File: src/verilog/seq_pkg.sv
// Constants, types and register map of the operating sequencer
package seq_pkg;
  // Clock and time base
  localparam int unsigned CLK_HZ         = 200_000_000;
  localparam int unsigned SEC_PER_MIN    = 60;
  localparam int unsigned SEC_PER_HOUR   = 3600;
  // Durations in seconds or minutes, zero-cycle limits and timer width
  localparam int unsigned SELFTEST_S     = 5;
  localparam int unsigned SELFTEST_PER_S = 60;
  localparam int unsigned RESUME_S       = 30;
  localparam int unsigned FLUSH_S        = 5;
  localparam int unsigned HOLD_S         = 3;
  localparam int unsigned MEAS_S         = 10;
  localparam int unsigned STAB_MIN_MIN   = 2;
  localparam int unsigned STAB_MAX_MIN   = 15;
  localparam int unsigned ZERO_LIMIT_MIN = 15;
  localparam int unsigned ZERO_LIMIT_S   = ZERO_LIMIT_MIN * SEC_PER_MIN;
  localparam int unsigned ZERO_MAX_TRIES = 50;
  localparam int unsigned ZERO_RANGES    = 3;
  localparam int unsigned SW             = 17;
  // Register map, byte addresses
  localparam int unsigned ADR_W          = 8;
  localparam logic [7:0]  ADR_CTRL       = 8'h00;
  localparam logic [7:0]  ADR_STATUS     = 8'h04;
  localparam logic [7:0]  ADR_MTIME      = 8'h08;
  // Control register fields
  localparam int unsigned C_EXT          = 0;
  localparam int unsigned C_AUTOZ        = 1;
  localparam int unsigned C_IVL_LSB      = 2;
  localparam int unsigned C_STAB_LSB     = 5;
  localparam int unsigned C_RNG_LSB      = 9;
  localparam int unsigned C_NEED_LSB     = 11;
  localparam int unsigned C_ZSTART       = 16;
  localparam logic [31:0] CTRL_MASK      = 32'h0000_FFFF;
  localparam logic [15:0] CTRL_RESET     = 16'h2048;
  // Status register fields
  localparam int unsigned S_READY        = 4;
  localparam int unsigned S_FAULT        = 5;
  localparam int unsigned S_ZFAIL        = 6;
  localparam int unsigned S_TRY_LSB      = 8;

  typedef enum logic [3:0] {
    ST_SELFTEST, ST_HEAT, ST_STAB, ST_STANDBY, ST_RESUME,
    ST_FLUSH, ST_HOLD, ST_MEASURE, ST_ZERO, ST_FAULT
  } state_t;

  typedef struct packed {
    logic       ext_mode;
    logic       auto_zero;
    logic [2:0] ivl_sel;
    logic [3:0] stab_min;
    logic [1:0] ranges;
    logic [4:0] need;
  } cfg_t;

  typedef struct packed {
    logic ready;
    logic zero_gas;
    logic pump;
    logic source;
    logic fan;
    logic selftest;
    logic measure;
  } drive_t;
endpackage : seq_pkg

File: src/verilog/sensor_operating_sequencer.sv
// Operating sequencer with Wishbone registers and plant I/O
`timescale 1ns/10ps
module sensor_operating_sequencer #(
  parameter int unsigned TICK_CYCLES = seq_pkg::CLK_HZ
) (
  // Clock and reset
  input  wire logic                      clk_i,
  input  wire logic                      rst_i,
  // Wishbone classic slave
  input  wire logic                      wb_cyc_i,
  input  wire logic                      wb_stb_i,
  input  wire logic                      wb_we_i,
  input  wire logic [seq_pkg::ADR_W-1:0] wb_adr_i,
  input  wire logic [3:0]                wb_sel_i,
  input  wire logic [31:0]               wb_dat_i,
  output logic      [31:0]               wb_dat_o,
  output logic                           wb_ack_o,
  // Plant pins
  input  wire logic                      start_i,
  input  wire logic                      temp_ok_i,
  input  wire logic                      malfunction_i,
  // Measurement core, same clock
  input  wire logic                      zero_done_i,
  input  wire logic                      zero_in_tol_i,
  // Drives and status lines
  output logic                           ready_o,
  output logic                           fault_o,
  output logic                           zero_gas_o,
  output logic                           pump_req_o,
  output logic                           valve_drive_o,
  output logic                           pump_drive_o,
  output logic                           fan_drive_o,
  output logic                           heater_o,
  output logic                           source_en_o,
  output logic                           selftest_o,
  output logic                           measure_o
);
  import seq_pkg::*;

  //--------------------------------------------------------------
  // Functions
  //--------------------------------------------------------------
  // Auto-zero interval in seconds
  function automatic logic [SW-1:0] ivl_secs(input logic [2:0] sel);
    logic [4:0] hours;
    hours = 5'd1;
    case (sel)
      3'd0:    hours = 5'd1;
      3'd1:    hours = 5'd2;
      3'd2:    hours = 5'd4;
      3'd3:    hours = 5'd8;
      3'd4:    hours = 5'd12;
      3'd5:    hours = 5'd16;
      default: hours = 5'd24;
    endcase
    return SW'(hours * SEC_PER_HOUR);
  endfunction : ivl_secs

  // Output levels belonging to a state
  function automatic drive_t drive_of(input state_t s);
    drive_t d;
    d          = '0;
    d.ready    = !(s inside {ST_SELFTEST, ST_HEAT, ST_STAB, ST_FAULT});
    d.zero_gas = (s == ST_ZERO);
    d.pump     = (s == ST_FLUSH) || (s == ST_ZERO);
    d.source   = !(s inside {ST_STANDBY, ST_FAULT});
    d.fan      = (s != ST_FAULT);
    d.selftest = (s == ST_SELFTEST);
    d.measure  = (s == ST_MEASURE);
    return d;
  endfunction : drive_of

  //--------------------------------------------------------------
  // Declarations
  //--------------------------------------------------------------
  logic [2:0][2:0] sync_ff;
  logic [2:0]      pin_ff;
  logic [31:0]     tick_cnt_ff;
  logic            tick;
  logic [SW-1:0]   sec_ff;
  logic [SW-1:0]   ptest_ff;
  logic [SW-1:0]   mtime_ff;
  logic [SW-1:0]   zsec_ff;
  logic [4:0]      consec_ff;
  logic [5:0]      tries_ff;
  logic [1:0]      range_ff;
  logic            zero_pend_ff;
  logic            zfail_ff;
  state_t          state_ff;
  state_t          nxt_state;
  cfg_t            cfg;
  logic [15:0]     ctrl_ff;
  drive_t          drv_ff;
  logic            heater_ff;
  logic            fault_ff;
  logic            start_s;
  logic            temp_s;
  logic            mal_s;
  logic            ptest_due;
  logic            auto_due;
  logic [SW-1:0]   stab_s;
  logic [4:0]      need;
  logic [1:0]      last_rng;
  logic            zok;
  logic            zfail;
  logic            req;
  logic [31:0]     wmask;
  logic            wb_go;

  //--------------------------------------------------------------
  // Pin synchronisers
  //--------------------------------------------------------------
  genvar g;
  generate
    for (g = 0; g < 3; g++)
    begin : g_sync
      // Three stages, accept when stages two and three agree
      always_ff @(posedge clk_i)
      begin
        if (rst_i)
        begin
          sync_ff[g] <= 3'h0;
          pin_ff[g]  <= 1'b0;
        end
        else
        begin
          sync_ff[g] <= {sync_ff[g][1:0],
                         (g == 0) ? start_i : (g == 1) ? temp_ok_i : malfunction_i};
          if (sync_ff[g][1] == sync_ff[g][2])
            pin_ff[g] <= sync_ff[g][2];
        end
      end
    end
  endgenerate

  assign start_s = pin_ff[0];
  assign temp_s  = pin_ff[1];
  assign mal_s   = pin_ff[2];

  //--------------------------------------------------------------
  // Configuration decode
  //--------------------------------------------------------------
  // Fields in struct order; the first member is the top bit of cfg
  assign cfg      = {ctrl_ff[C_EXT], ctrl_ff[C_AUTOZ], ctrl_ff[C_IVL_LSB +: 3],
                     ctrl_ff[C_STAB_LSB +: 4], ctrl_ff[C_RNG_LSB +: 2],
                     ctrl_ff[C_NEED_LSB +: 5]};
  assign stab_s   = (cfg.stab_min < 4'(STAB_MIN_MIN)) ? SW'(STAB_MIN_MIN * SEC_PER_MIN) :
                    (cfg.stab_min > 4'(STAB_MAX_MIN)) ? SW'(STAB_MAX_MIN * SEC_PER_MIN) :
                    SW'(cfg.stab_min * SEC_PER_MIN);
  assign need     = (cfg.need == 5'h0) ? 5'h1 : cfg.need;
  assign last_rng = (cfg.ranges == 2'h0) ? 2'h0 :
                    (cfg.ranges > 2'(ZERO_RANGES)) ? 2'(ZERO_RANGES - 1) :
                    cfg.ranges - 2'h1;

  //--------------------------------------------------------------
  // One-second time base
  //--------------------------------------------------------------
  // Common tick for all long durations
  always_ff @(posedge clk_i)
  begin
    if (rst_i)
      tick_cnt_ff <= 32'h0000_0000;
    else if (tick)
      tick_cnt_ff <= 32'h0000_0000;
    else
      tick_cnt_ff <= tick_cnt_ff + 32'h0000_0001;
  end

  assign tick = (tick_cnt_ff == 32'(TICK_CYCLES - 1));

  // Seconds spent in the current state
  always_ff @(posedge clk_i)
  begin
    if (rst_i || (nxt_state != state_ff))
      sec_ff <= '0;
    else if (tick)
      sec_ff <= sec_ff + SW'(1);
  end

  // Periodic self-test timer, halted in stand-by
  always_ff @(posedge clk_i)
  begin
    if (rst_i || ptest_due)
      ptest_ff <= '0;
    else if (tick && (state_ff != ST_STANDBY))
      ptest_ff <= ptest_ff + SW'(1);
  end

  assign ptest_due = tick && (ptest_ff == SW'(SELFTEST_PER_S - 1)) &&
                     (state_ff != ST_STANDBY);

  // Measuring time toward the next automatic zero
  always_ff @(posedge clk_i)
  begin
    if (rst_i || (state_ff == ST_ZERO))
      mtime_ff <= '0;
    else if (tick && (state_ff inside {ST_FLUSH, ST_HOLD, ST_MEASURE}) && !auto_due)
      mtime_ff <= mtime_ff + SW'(1);
  end

  assign auto_due = cfg.auto_zero && (mtime_ff >= ivl_secs(cfg.ivl_sel));

  //--------------------------------------------------------------
  // Zero adjustment bookkeeping
  //--------------------------------------------------------------
  assign zok   = zero_done_i && zero_in_tol_i && (consec_ff == need - 5'h1);
  assign zfail = (zero_done_i && !zero_in_tol_i &&
                  (tries_ff == 6'(ZERO_MAX_TRIES - 1))) ||
                 (tick && (zsec_ff == SW'(ZERO_LIMIT_S - 1)));

  // Consecutive, attempt and range counters
  always_ff @(posedge clk_i)
  begin
    if (rst_i || (state_ff != ST_ZERO))
    begin
      consec_ff <= 5'h0;
      tries_ff  <= 6'h0;
      range_ff  <= 2'h0;
      zsec_ff   <= '0;
    end
    else
    begin
      if (tick)
        zsec_ff <= zsec_ff + SW'(1);
      if (zok)
      begin
        consec_ff <= 5'h0;
        tries_ff  <= 6'h0;
        range_ff  <= range_ff + 2'h1;
        zsec_ff   <= '0;
      end
      else if (zero_done_i && zero_in_tol_i)
        consec_ff <= consec_ff + 5'h1;
      else if (zero_done_i)
      begin
        consec_ff <= 5'h0;
        tries_ff  <= tries_ff + 6'h1;
      end
    end
  end

  // Pending zero trigger; a new trigger wins over the clear
  always_ff @(posedge clk_i)
  begin
    if (rst_i)
      zero_pend_ff <= 1'b0;
    else if (wb_go && wb_we_i && (wb_adr_i == ADR_CTRL) && wb_sel_i[2] &&
             wb_dat_i[C_ZSTART])
      zero_pend_ff <= 1'b1;
    else if (state_ff == ST_ZERO)
      zero_pend_ff <= 1'b0;
  end

  // Zero failure status
  always_ff @(posedge clk_i)
  begin
    if (rst_i)
      zfail_ff <= 1'b0;
    else if ((state_ff == ST_ZERO) && zfail)
      zfail_ff <= 1'b1;
  end

  //--------------------------------------------------------------
  // Sequencer
  //--------------------------------------------------------------
  // Measurement wanted: internal mode, or start in external mode
  assign req = !cfg.ext_mode || start_s;

  // Next state
  always_comb
  begin
    nxt_state = state_ff;
    case (state_ff)
      ST_SELFTEST:
        if (tick && (sec_ff == SW'(SELFTEST_S - 1)))
          nxt_state = ST_HEAT;
      ST_HEAT:
        if (temp_s)
          nxt_state = ST_STAB;
      ST_STAB:
        if (tick && (sec_ff >= stab_s - SW'(1)))
          nxt_state = cfg.ext_mode ? ST_STANDBY : ST_FLUSH;
      ST_STANDBY:
        if (zero_pend_ff)
          nxt_state = ST_ZERO;
        else if (req)
          nxt_state = ST_RESUME;
      ST_RESUME:
        if (tick && (sec_ff == SW'(RESUME_S - 1)))
          nxt_state = ST_FLUSH;
      ST_FLUSH:
        if (tick && (sec_ff == SW'(FLUSH_S - 1)))
          nxt_state = ST_HOLD;
      ST_HOLD:
        if (tick && (sec_ff == SW'(HOLD_S - 1)))
          nxt_state = ST_MEASURE;
      ST_MEASURE:
        if (tick && (sec_ff == SW'(MEAS_S - 1)))
        begin
          if (zero_pend_ff || auto_due)
            nxt_state = ST_ZERO;
          else if (!req)
            nxt_state = ST_STANDBY;
          else
            nxt_state = ST_FLUSH;
        end
      ST_ZERO:
        if (zfail)
          nxt_state = ST_FAULT;
        else if (zok && (range_ff == last_rng))
          nxt_state = (req || cfg.auto_zero) ? ST_FLUSH : ST_STANDBY;
      ST_FAULT:
        nxt_state = ST_FAULT;
      default:
        nxt_state = ST_FAULT;
    endcase
    if ((state_ff != ST_FAULT) && mal_s &&
        ((state_ff == ST_SELFTEST) || ptest_due))
      nxt_state = ST_FAULT;
  end

  // State register
  always_ff @(posedge clk_i)
  begin
    if (rst_i)
      state_ff <= ST_SELFTEST;
    else
      state_ff <= nxt_state;
  end

  //--------------------------------------------------------------
  // Output registers
  //--------------------------------------------------------------
  // Drives follow the next state
  always_ff @(posedge clk_i)
  begin
    if (rst_i)
    begin
      drv_ff    <= drive_of(ST_SELFTEST);
      heater_ff <= 1'b0;
      fault_ff  <= 1'b0;
    end
    else
    begin
      drv_ff    <= drive_of(nxt_state);
      heater_ff <= !temp_s && (nxt_state != ST_FAULT);
      fault_ff  <= (nxt_state == ST_FAULT);
    end
  end

  assign ready_o       = drv_ff.ready;
  assign fault_o       = fault_ff;
  assign zero_gas_o    = drv_ff.zero_gas;
  assign valve_drive_o = drv_ff.zero_gas;
  assign pump_req_o    = drv_ff.pump;
  assign pump_drive_o  = drv_ff.pump;
  assign fan_drive_o   = drv_ff.fan;
  assign heater_o      = heater_ff;
  assign source_en_o   = drv_ff.source;
  assign selftest_o    = drv_ff.selftest;
  assign measure_o     = drv_ff.measure;

  //--------------------------------------------------------------
  // Wishbone register slave
  //--------------------------------------------------------------
  assign wb_go = wb_cyc_i && wb_stb_i && !wb_ack_o;
  assign wmask = {{8{wb_sel_i[3]}}, {8{wb_sel_i[2]}},
                  {8{wb_sel_i[1]}}, {8{wb_sel_i[0]}}} & CTRL_MASK;

  // Control register write
  always_ff @(posedge clk_i)
  begin
    if (rst_i)
      ctrl_ff <= CTRL_RESET;
    else if (wb_go && wb_we_i && (wb_adr_i == ADR_CTRL))
      ctrl_ff <= (ctrl_ff & ~wmask[15:0]) | (wb_dat_i[15:0] & wmask[15:0]);
  end

  // One-cycle acknowledge and read data
  always_ff @(posedge clk_i)
  begin
    if (rst_i)
    begin
      wb_ack_o <= 1'b0;
      wb_dat_o <= 32'h0000_0000;
    end
    else
    begin
      wb_ack_o <= wb_go;
      wb_dat_o <= 32'h0000_0000;
      if (wb_go && !wb_we_i)
        case (wb_adr_i)
          ADR_CTRL:   wb_dat_o <= {16'h0000, ctrl_ff};
          ADR_STATUS: wb_dat_o <= (32'(state_ff) |
                                   (32'(drv_ff.ready) << S_READY) |
                                   (32'(fault_ff) << S_FAULT) |
                                   (32'(zfail_ff) << S_ZFAIL) |
                                   (32'(tries_ff) << S_TRY_LSB));
          ADR_MTIME:  wb_dat_o <= 32'(mtime_ff);
          default:    wb_dat_o <= 32'h0000_0000;
        endcase
    end
  end
endmodule : sensor_operating_sequencer

File: config.mk
export PLATFORM = sky130hd
export DESIGN_NAME = sensor_operating_sequencer
export DESIGN_NICKNAME = d
export VERILOG_FILES = /design/src/verilog/seq_pkg.sv /design/src/verilog/sensor_operating_sequencer.sv
export SDC_FILE = /design/constraint.sdc
export NUM_CORES = 1
export LEC_CHECK = 0
export BUFFER_PORTS_ARGS = -buffer_cell sky130_fd_sc_hd__buf_4
export CAP_MARGIN = 10
export CORE_MARGIN = 2
export CORE_UTILIZATION = 54
export CTS_BUF_LIST = sky130_fd_sc_hd__clkbuf_16
export DETAILED_ROUTE_END_ITERATION = 10
export GPL_ROUTABILITY_DRIVEN = 0
export HOLD_SLACK_MARGIN = 0.08
export PLACE_DENSITY = 0.85
export SLEW_MARGIN = 0
export SYNTH_ARGS = -nofsm -noshare
export SYNTH_HDL_FRONTEND = slang
export SYNTH_SLANG_ARGS = --single-unit
File: constraint.sdc
create_clock -name clk_i -period 5.3 [get_ports clk_i]
set_input_delay 1.06 -clock clk_i [delete_from_list [all_inputs] [get_ports clk_i]]
set_output_delay 1.06 -clock clk_i [all_outputs]
set_load 0.02 [all_outputs]
======== After elaboration in Yosys (flattened, before gate mapping) ========
Index checks and enable logic that the tools add are counted.
W data, S select, Z words.
storage, ports and cells
  output and inout bits ................... 44
  flip-flop bits (word level) ............. 189
  input port bits ......................... 54
  word-level logic and storage cells ...... 186
operators by class
  eq/ne operators ......................... 40
  reduce and logical (&&, ||, !) cells .... 61
  add/subtract/negate cells ............... 11
  multiply operators ...................... 2
  muxes and demuxes ....................... 28
  $lt $le $gt $ge ......................... 5
  bitwise logic cells ..................... 10
operators by type and width
  cell                     count
  $add A17 B1 Y17 const B  4
  $mux W4                  13
  $pmux W17 S3             1
  $pmux W4 S9              1
  $ge A17 B17 Y1           2
  $add A32 B1 Y32 const B  1
  $and A16 B16 Y16         2
  $eq A32 B28 Y1 const B   1
  $pmux W5 S6              1
  $logic_and A1 B1 Y1      28
  $eq A4 B3 Y1 const B     6
  $mux W10                 2
  $eq A17 B10 Y1 const B   1
  $eq A17 B2 Y1 const B    1
  $eq A17 B3 Y1 const B    1
  $eq A17 B4 Y1 const B    1
  $eq A17 B5 Y1 const B    1
  $eq A17 B6 Y1 const B    1
  $eq A4 B2 Y1 const B     4
  $not A16 Y16             1
  $or A16 B16 Y16          1
  $mux W5                  3
  $or A7 B14 Y14           1
  $mul A5 B8 Y13 const B   1
  other kinds (43)         78

======== Depth between registers and ports, before layout ========
  depth in word-level cells ............... 13
  depth in mapped cells ................... 26
  gate-level depth less buffers ........... 24

======== Least setup slack after synthesis ========
No wires, ideal clock.
  kind .................................... reg-to-reg
  start point ............................. register with a tool-made name
  end point ............................... register mtime_ff[16]
  buffers on the path ..................... 1
  arrival time ............................ 5373 ps
  path slack .............................. -197 ps
  library setup time ...................... 124 ps
  clock period less this slack ............ 5497 ps
  required time ........................... 5176 ps
  cell stages (with the launch flop) ...... 25
  cells stage by stage .................... dfxtp_1 -> clkbuf_1 -> or3_1 -> ha_1 -> mux2i_1 -> nor2_1 -> a31o_2 -> inv_1 -> fa_1 -> ha_1 -> ha_1 -> ha_1 -> a21oi_1 -> o21bai_1 -> a21oi_1 -> xnor2_1 -> ha_1 -> and3_1 -> nand3_1 -> o21bai_1 -> nand4b_2 -> nor3_1 -> or3b_2 -> xor2_1 -> nor2_1
RTL lines
  item                    line                               RTL
  end signal: assignment  sensor_operating_sequencer.sv:198  mtime_ff <= mtime_ff + SW'(1);
  end: declaration        sensor_operating_sequencer.sv:82   logic [SW-1:0] mtime_ff;

==> out/metrics.cfg <==
[route]
routed_wl_um=22900
route.detailed.drc=0
vias=8396
drtPass1Iterations=6
detail_route.iter0.violations=847
route.detailed.wl_per_inst_um=15.8
post_drt_via_cell_ratio=5.78
ant_nets=0

[sta]
unrepaired_setup_endpoints_after_global_routing=yes
fin_crit_ps=5380
layout_worst_path_cycle_share=1.02
layout_setup_ws_ps=-84.1
finalHoldViolCount=0
final-setup-viol-count=17
fin_tns_setup_ps=-390
max_slew.worst_pin.slew_ps=1130
timing_max_transition_violations_final=0
max_slew_margin=0.247
max_freq_ghz=0.186
timing.clock.skew_ps=10.7

[critical_path]
wp_data_arrival_ps=5730
worst_r2r_path_depth=24
cp_cell_sequence=or3_4, ha_4, mux2i_1, nor2_1, a31o_2, inv_2, fa_2, ha_4, ha_4, ha_4, a21oi_4, o21bai_1, a21oi_1, xnor2_1, ha_1, and3_4, nand3_4, o21bai_4, buf_6, nand4b_4, or4_4, buf_6, or3_4, a21oi_2
timing.critical_path.max_delay_family=adder cells
start_kind=flop
crit-reg2reg-capture=mtime_ff[15]
critPathMostFrequentCell=sky130_fd_sc_hd__ha_4
critical_path.max_fanout=6
slowest_stage=sky130_fd_sc_hd__fa_2
crit_buf_inv=3
worstSetupEndpointType=flop
worst-setup-path-type=flop to flop
critPathMaxStageDelay_ps=470
ff2ff_setup_slack_ps=-80
timing.critical_path.required_ps=5640

[clock_network]
cts_made_buffers=17
insertion_delay_to_the_later_sink_of_the_worst_skew_pair_ps=430
cts.sinks=174
clkSlewWorstSetupHoldPaths_ps=70
clock-root-buffer=sky130_fd_sc_hd__clkbuf_16
clock_tree_from_tritoncts=built
maximum_buffer_depth_of_the_clock_tree=2
postCtsHoldBufs=0
ctsHtreeMaxLevel=4

[cells_and_area]
num-nets-final=1346
areaGrowthSynthToFinish_pct=16.6
diodes=0
stdcell_count=1452
final_layout_size_suffix_gt1_frac=0.147
most-common-layout-cells=sky130_fd_sc_hd__dfxtp_1, sky130_fd_sc_hd__nor2_1, sky130_fd_sc_hd__buf_4, sky130_fd_sc_hd__nand2_1, sky130_fd_sc_hd__ha_1
most_frequent_standard_cell_in_the_layout_excluding_fill_and_tap_cells=sky130_fd_sc_hd__dfxtp_1

[yosys]
ys_seq_elements=174
synth-async-reset-ratio=0
synth_compound_gate_area_share=0.102
synthFlopType=sky130_fd_sc_hd__dfxtp_1
synthXorXnorAreaFrac=0.0969
post_synthesis_mux_area_share=0.0104
synthTopCellsByArea=sky130_fd_sc_hd__dfxtp_1, sky130_fd_sc_hd__ha_1, sky130_fd_sc_hd__nor2_1
ys_seq_area_frac=0.357
syn_area_mm2=0.00976
synth_top_area_cell=sky130_fd_sc_hd__dfxtp_1
post_synth_num_cell_types=74
synth_warnings=0
synth.avg_cell_area_um2=8.55
synth_fa_ha_area_frac=0.111
dominant_combinational_cell_family_by_area_after_synthesis=simple AND/OR/NAND/NOR gates
synth_enable_flop_cells=0
netlist.area_leader.share=0.357
synth-simple-area-share=0.267
netlist_instances=1142

[run]
maxCapViolCount=0

[global_route]
overflow=0
first_global_vias=7975
grt_max_degree=49
grt_pass1_wl_um=37200
grt.total_usage=0.232
antenna_found_initial=0

[status]
outcome=finished, violations left
failing_checks=negative setup slack

[hold_path]
min-delay-path-class=flop to flop
hold_path_startpoint=sync_ff[0]
min_to=sync_ff[1]
hold_path_depth=1

[die]
core_area_mm2=0.0178
number_of_rows_in_the_core_area=49
floorplan.io_pins=98
die_area_mm2=0.0192
die_height_um=138
die_w_um=138
starting_density_of_the_core=0.547

[power]
power.density_cell_area_mw_per_mm2=234
vdd_drop_max_uv=271
static-leakage-power_nw=4.41

[placement]
detailed_placement_hpwl_um=15800
buffer_ports.inserted=66
dpl.cell_count=1413

-- per-stage QoR --
| step | setup slack [ps] | utilization | hold slack [ps] | area, µm² | total power [mW] |
|---|---|---|---|---|---|
| after floorplan | 2.00 | - | 414 | 9850 | 1.41 |
| after global placement | -66.7 | 0.588 | 419 | 10500 | 1.43 |
| after detailed placement | -348 | 0.588 | 427 | 10500 | 1.43 |
| after CTS | -0.799 | 0.624 | 442 | 11100 | 2.67 |
| after global routing | -192 | 0.638 | 458 | 11400 | 2.74 |
| final | -84.1 | 0.638 | 438 | 11400 | 2.66 |
-- area by class of cell --
cell class | instances | area (µm²)
Timing Repair Buffer | 97 | 790
Multi-Input combinational cell | 865 | 6030
Sequential cell | 174 | 3490
Tap cell | 229 | 287
Inverter | 55 | 206
Clock inverter | 15 | 161
Fill cell | 1372 | 6450
Clock buffer | 17 | 425
-- cells in the mapped netlist (all sizes together) (13+ instances only) --
library cell,number
dfxtp,174
nor2,142
nand2,83
ha,74
nand3,66
xor2,57
inv,55
xnor2,51
a21oi,50
nor3,44
o21ai,32
buf,31
clkbuf,31
nand4,27
or3,25
and3,21
nor2b,15
nor4,15
a222oi,13
-- worst register-to-register path, delay by kind of cell, from the launching register on --
kind / cells / cell delay, ps
compound gates: 6 / 960
buf+inv: 3 / 370
mux: 1 / 120
flops: 1 / 310
fa+ha+maj: 6 / 1710
xor+xnor: 1 / 180
simple gates: 7 / 1640
-- worst max path at each step --
stage / from / end / slack (ps) / depth (start not counted)
2_1_floorplan: flop / sec_ff[3] / 2 / 25
3_3_place_gp: flop / pump_drive_o / -70 / 23
3_5_place_dp: flop / pump_drive_o / -350 / 23
4_1_cts: flop / mtime_ff[15] / -0.8 / 24
5_1_grt: flop / mtime_ff[15] / -190 / 24
6_report: flop / mtime_ff[15] / -80 / 24
-- sequential cells by signal, indices dropped and copies added, names as in the netlist, 2 cells and up, named ones only --
register,cells
ptest_ff,17
wb_dat_o,17
zsec_ff,17
consec_ff,5
sync_ff,9
tries_ff,6
state_ff,4
range_ff,2
mtime_ff,17
tick_cnt_ff,32
sec_ff,17
-- timing repair --
item | in CTS | in global routing
endpoints found under the setup margin | 34 | 38
pin swaps | 7 | 9
gates cloned | 0 | 2
resized for setup | 7 | 43
setup buffers | 1 | 4
-- routing by layer --
layer  vias to the layer above  GRT usage  wire (µm)
met1                      3922      0.281       9640
met4                         0     0.0811        574
met2                       311      0.408      11200
met5                         -          0          0
met3                        58     0.0471       1460
li1                       4105          -          -
-- where the power goes --
group | internal (mW) | total (mW) | switching, mW
Sequential | 1.31 | 1.32 | 0.00554
Clock | 0.700 | 1.25 | 0.554
Combinational | 0.0378 | 0.0911 | 0.0532
Total | 2.05 | 2.66 | 0.612
-- logic make-up (layout without fill, tap and decap cells) --
family | Yosys count | in the layout
other | 1 | 15
adders and majority gates | 82 | 82
muxes | 10 | 10
buffers and inverters | 117 | 184
DFF | 174 | 174
xor gates and xnor gates | 108 | 108
AOI/OAI and AO/OA | 150 | 150
and+or+nand+nor | 500 | 500
Note: power is estimated with default switching activity, not from simulation.
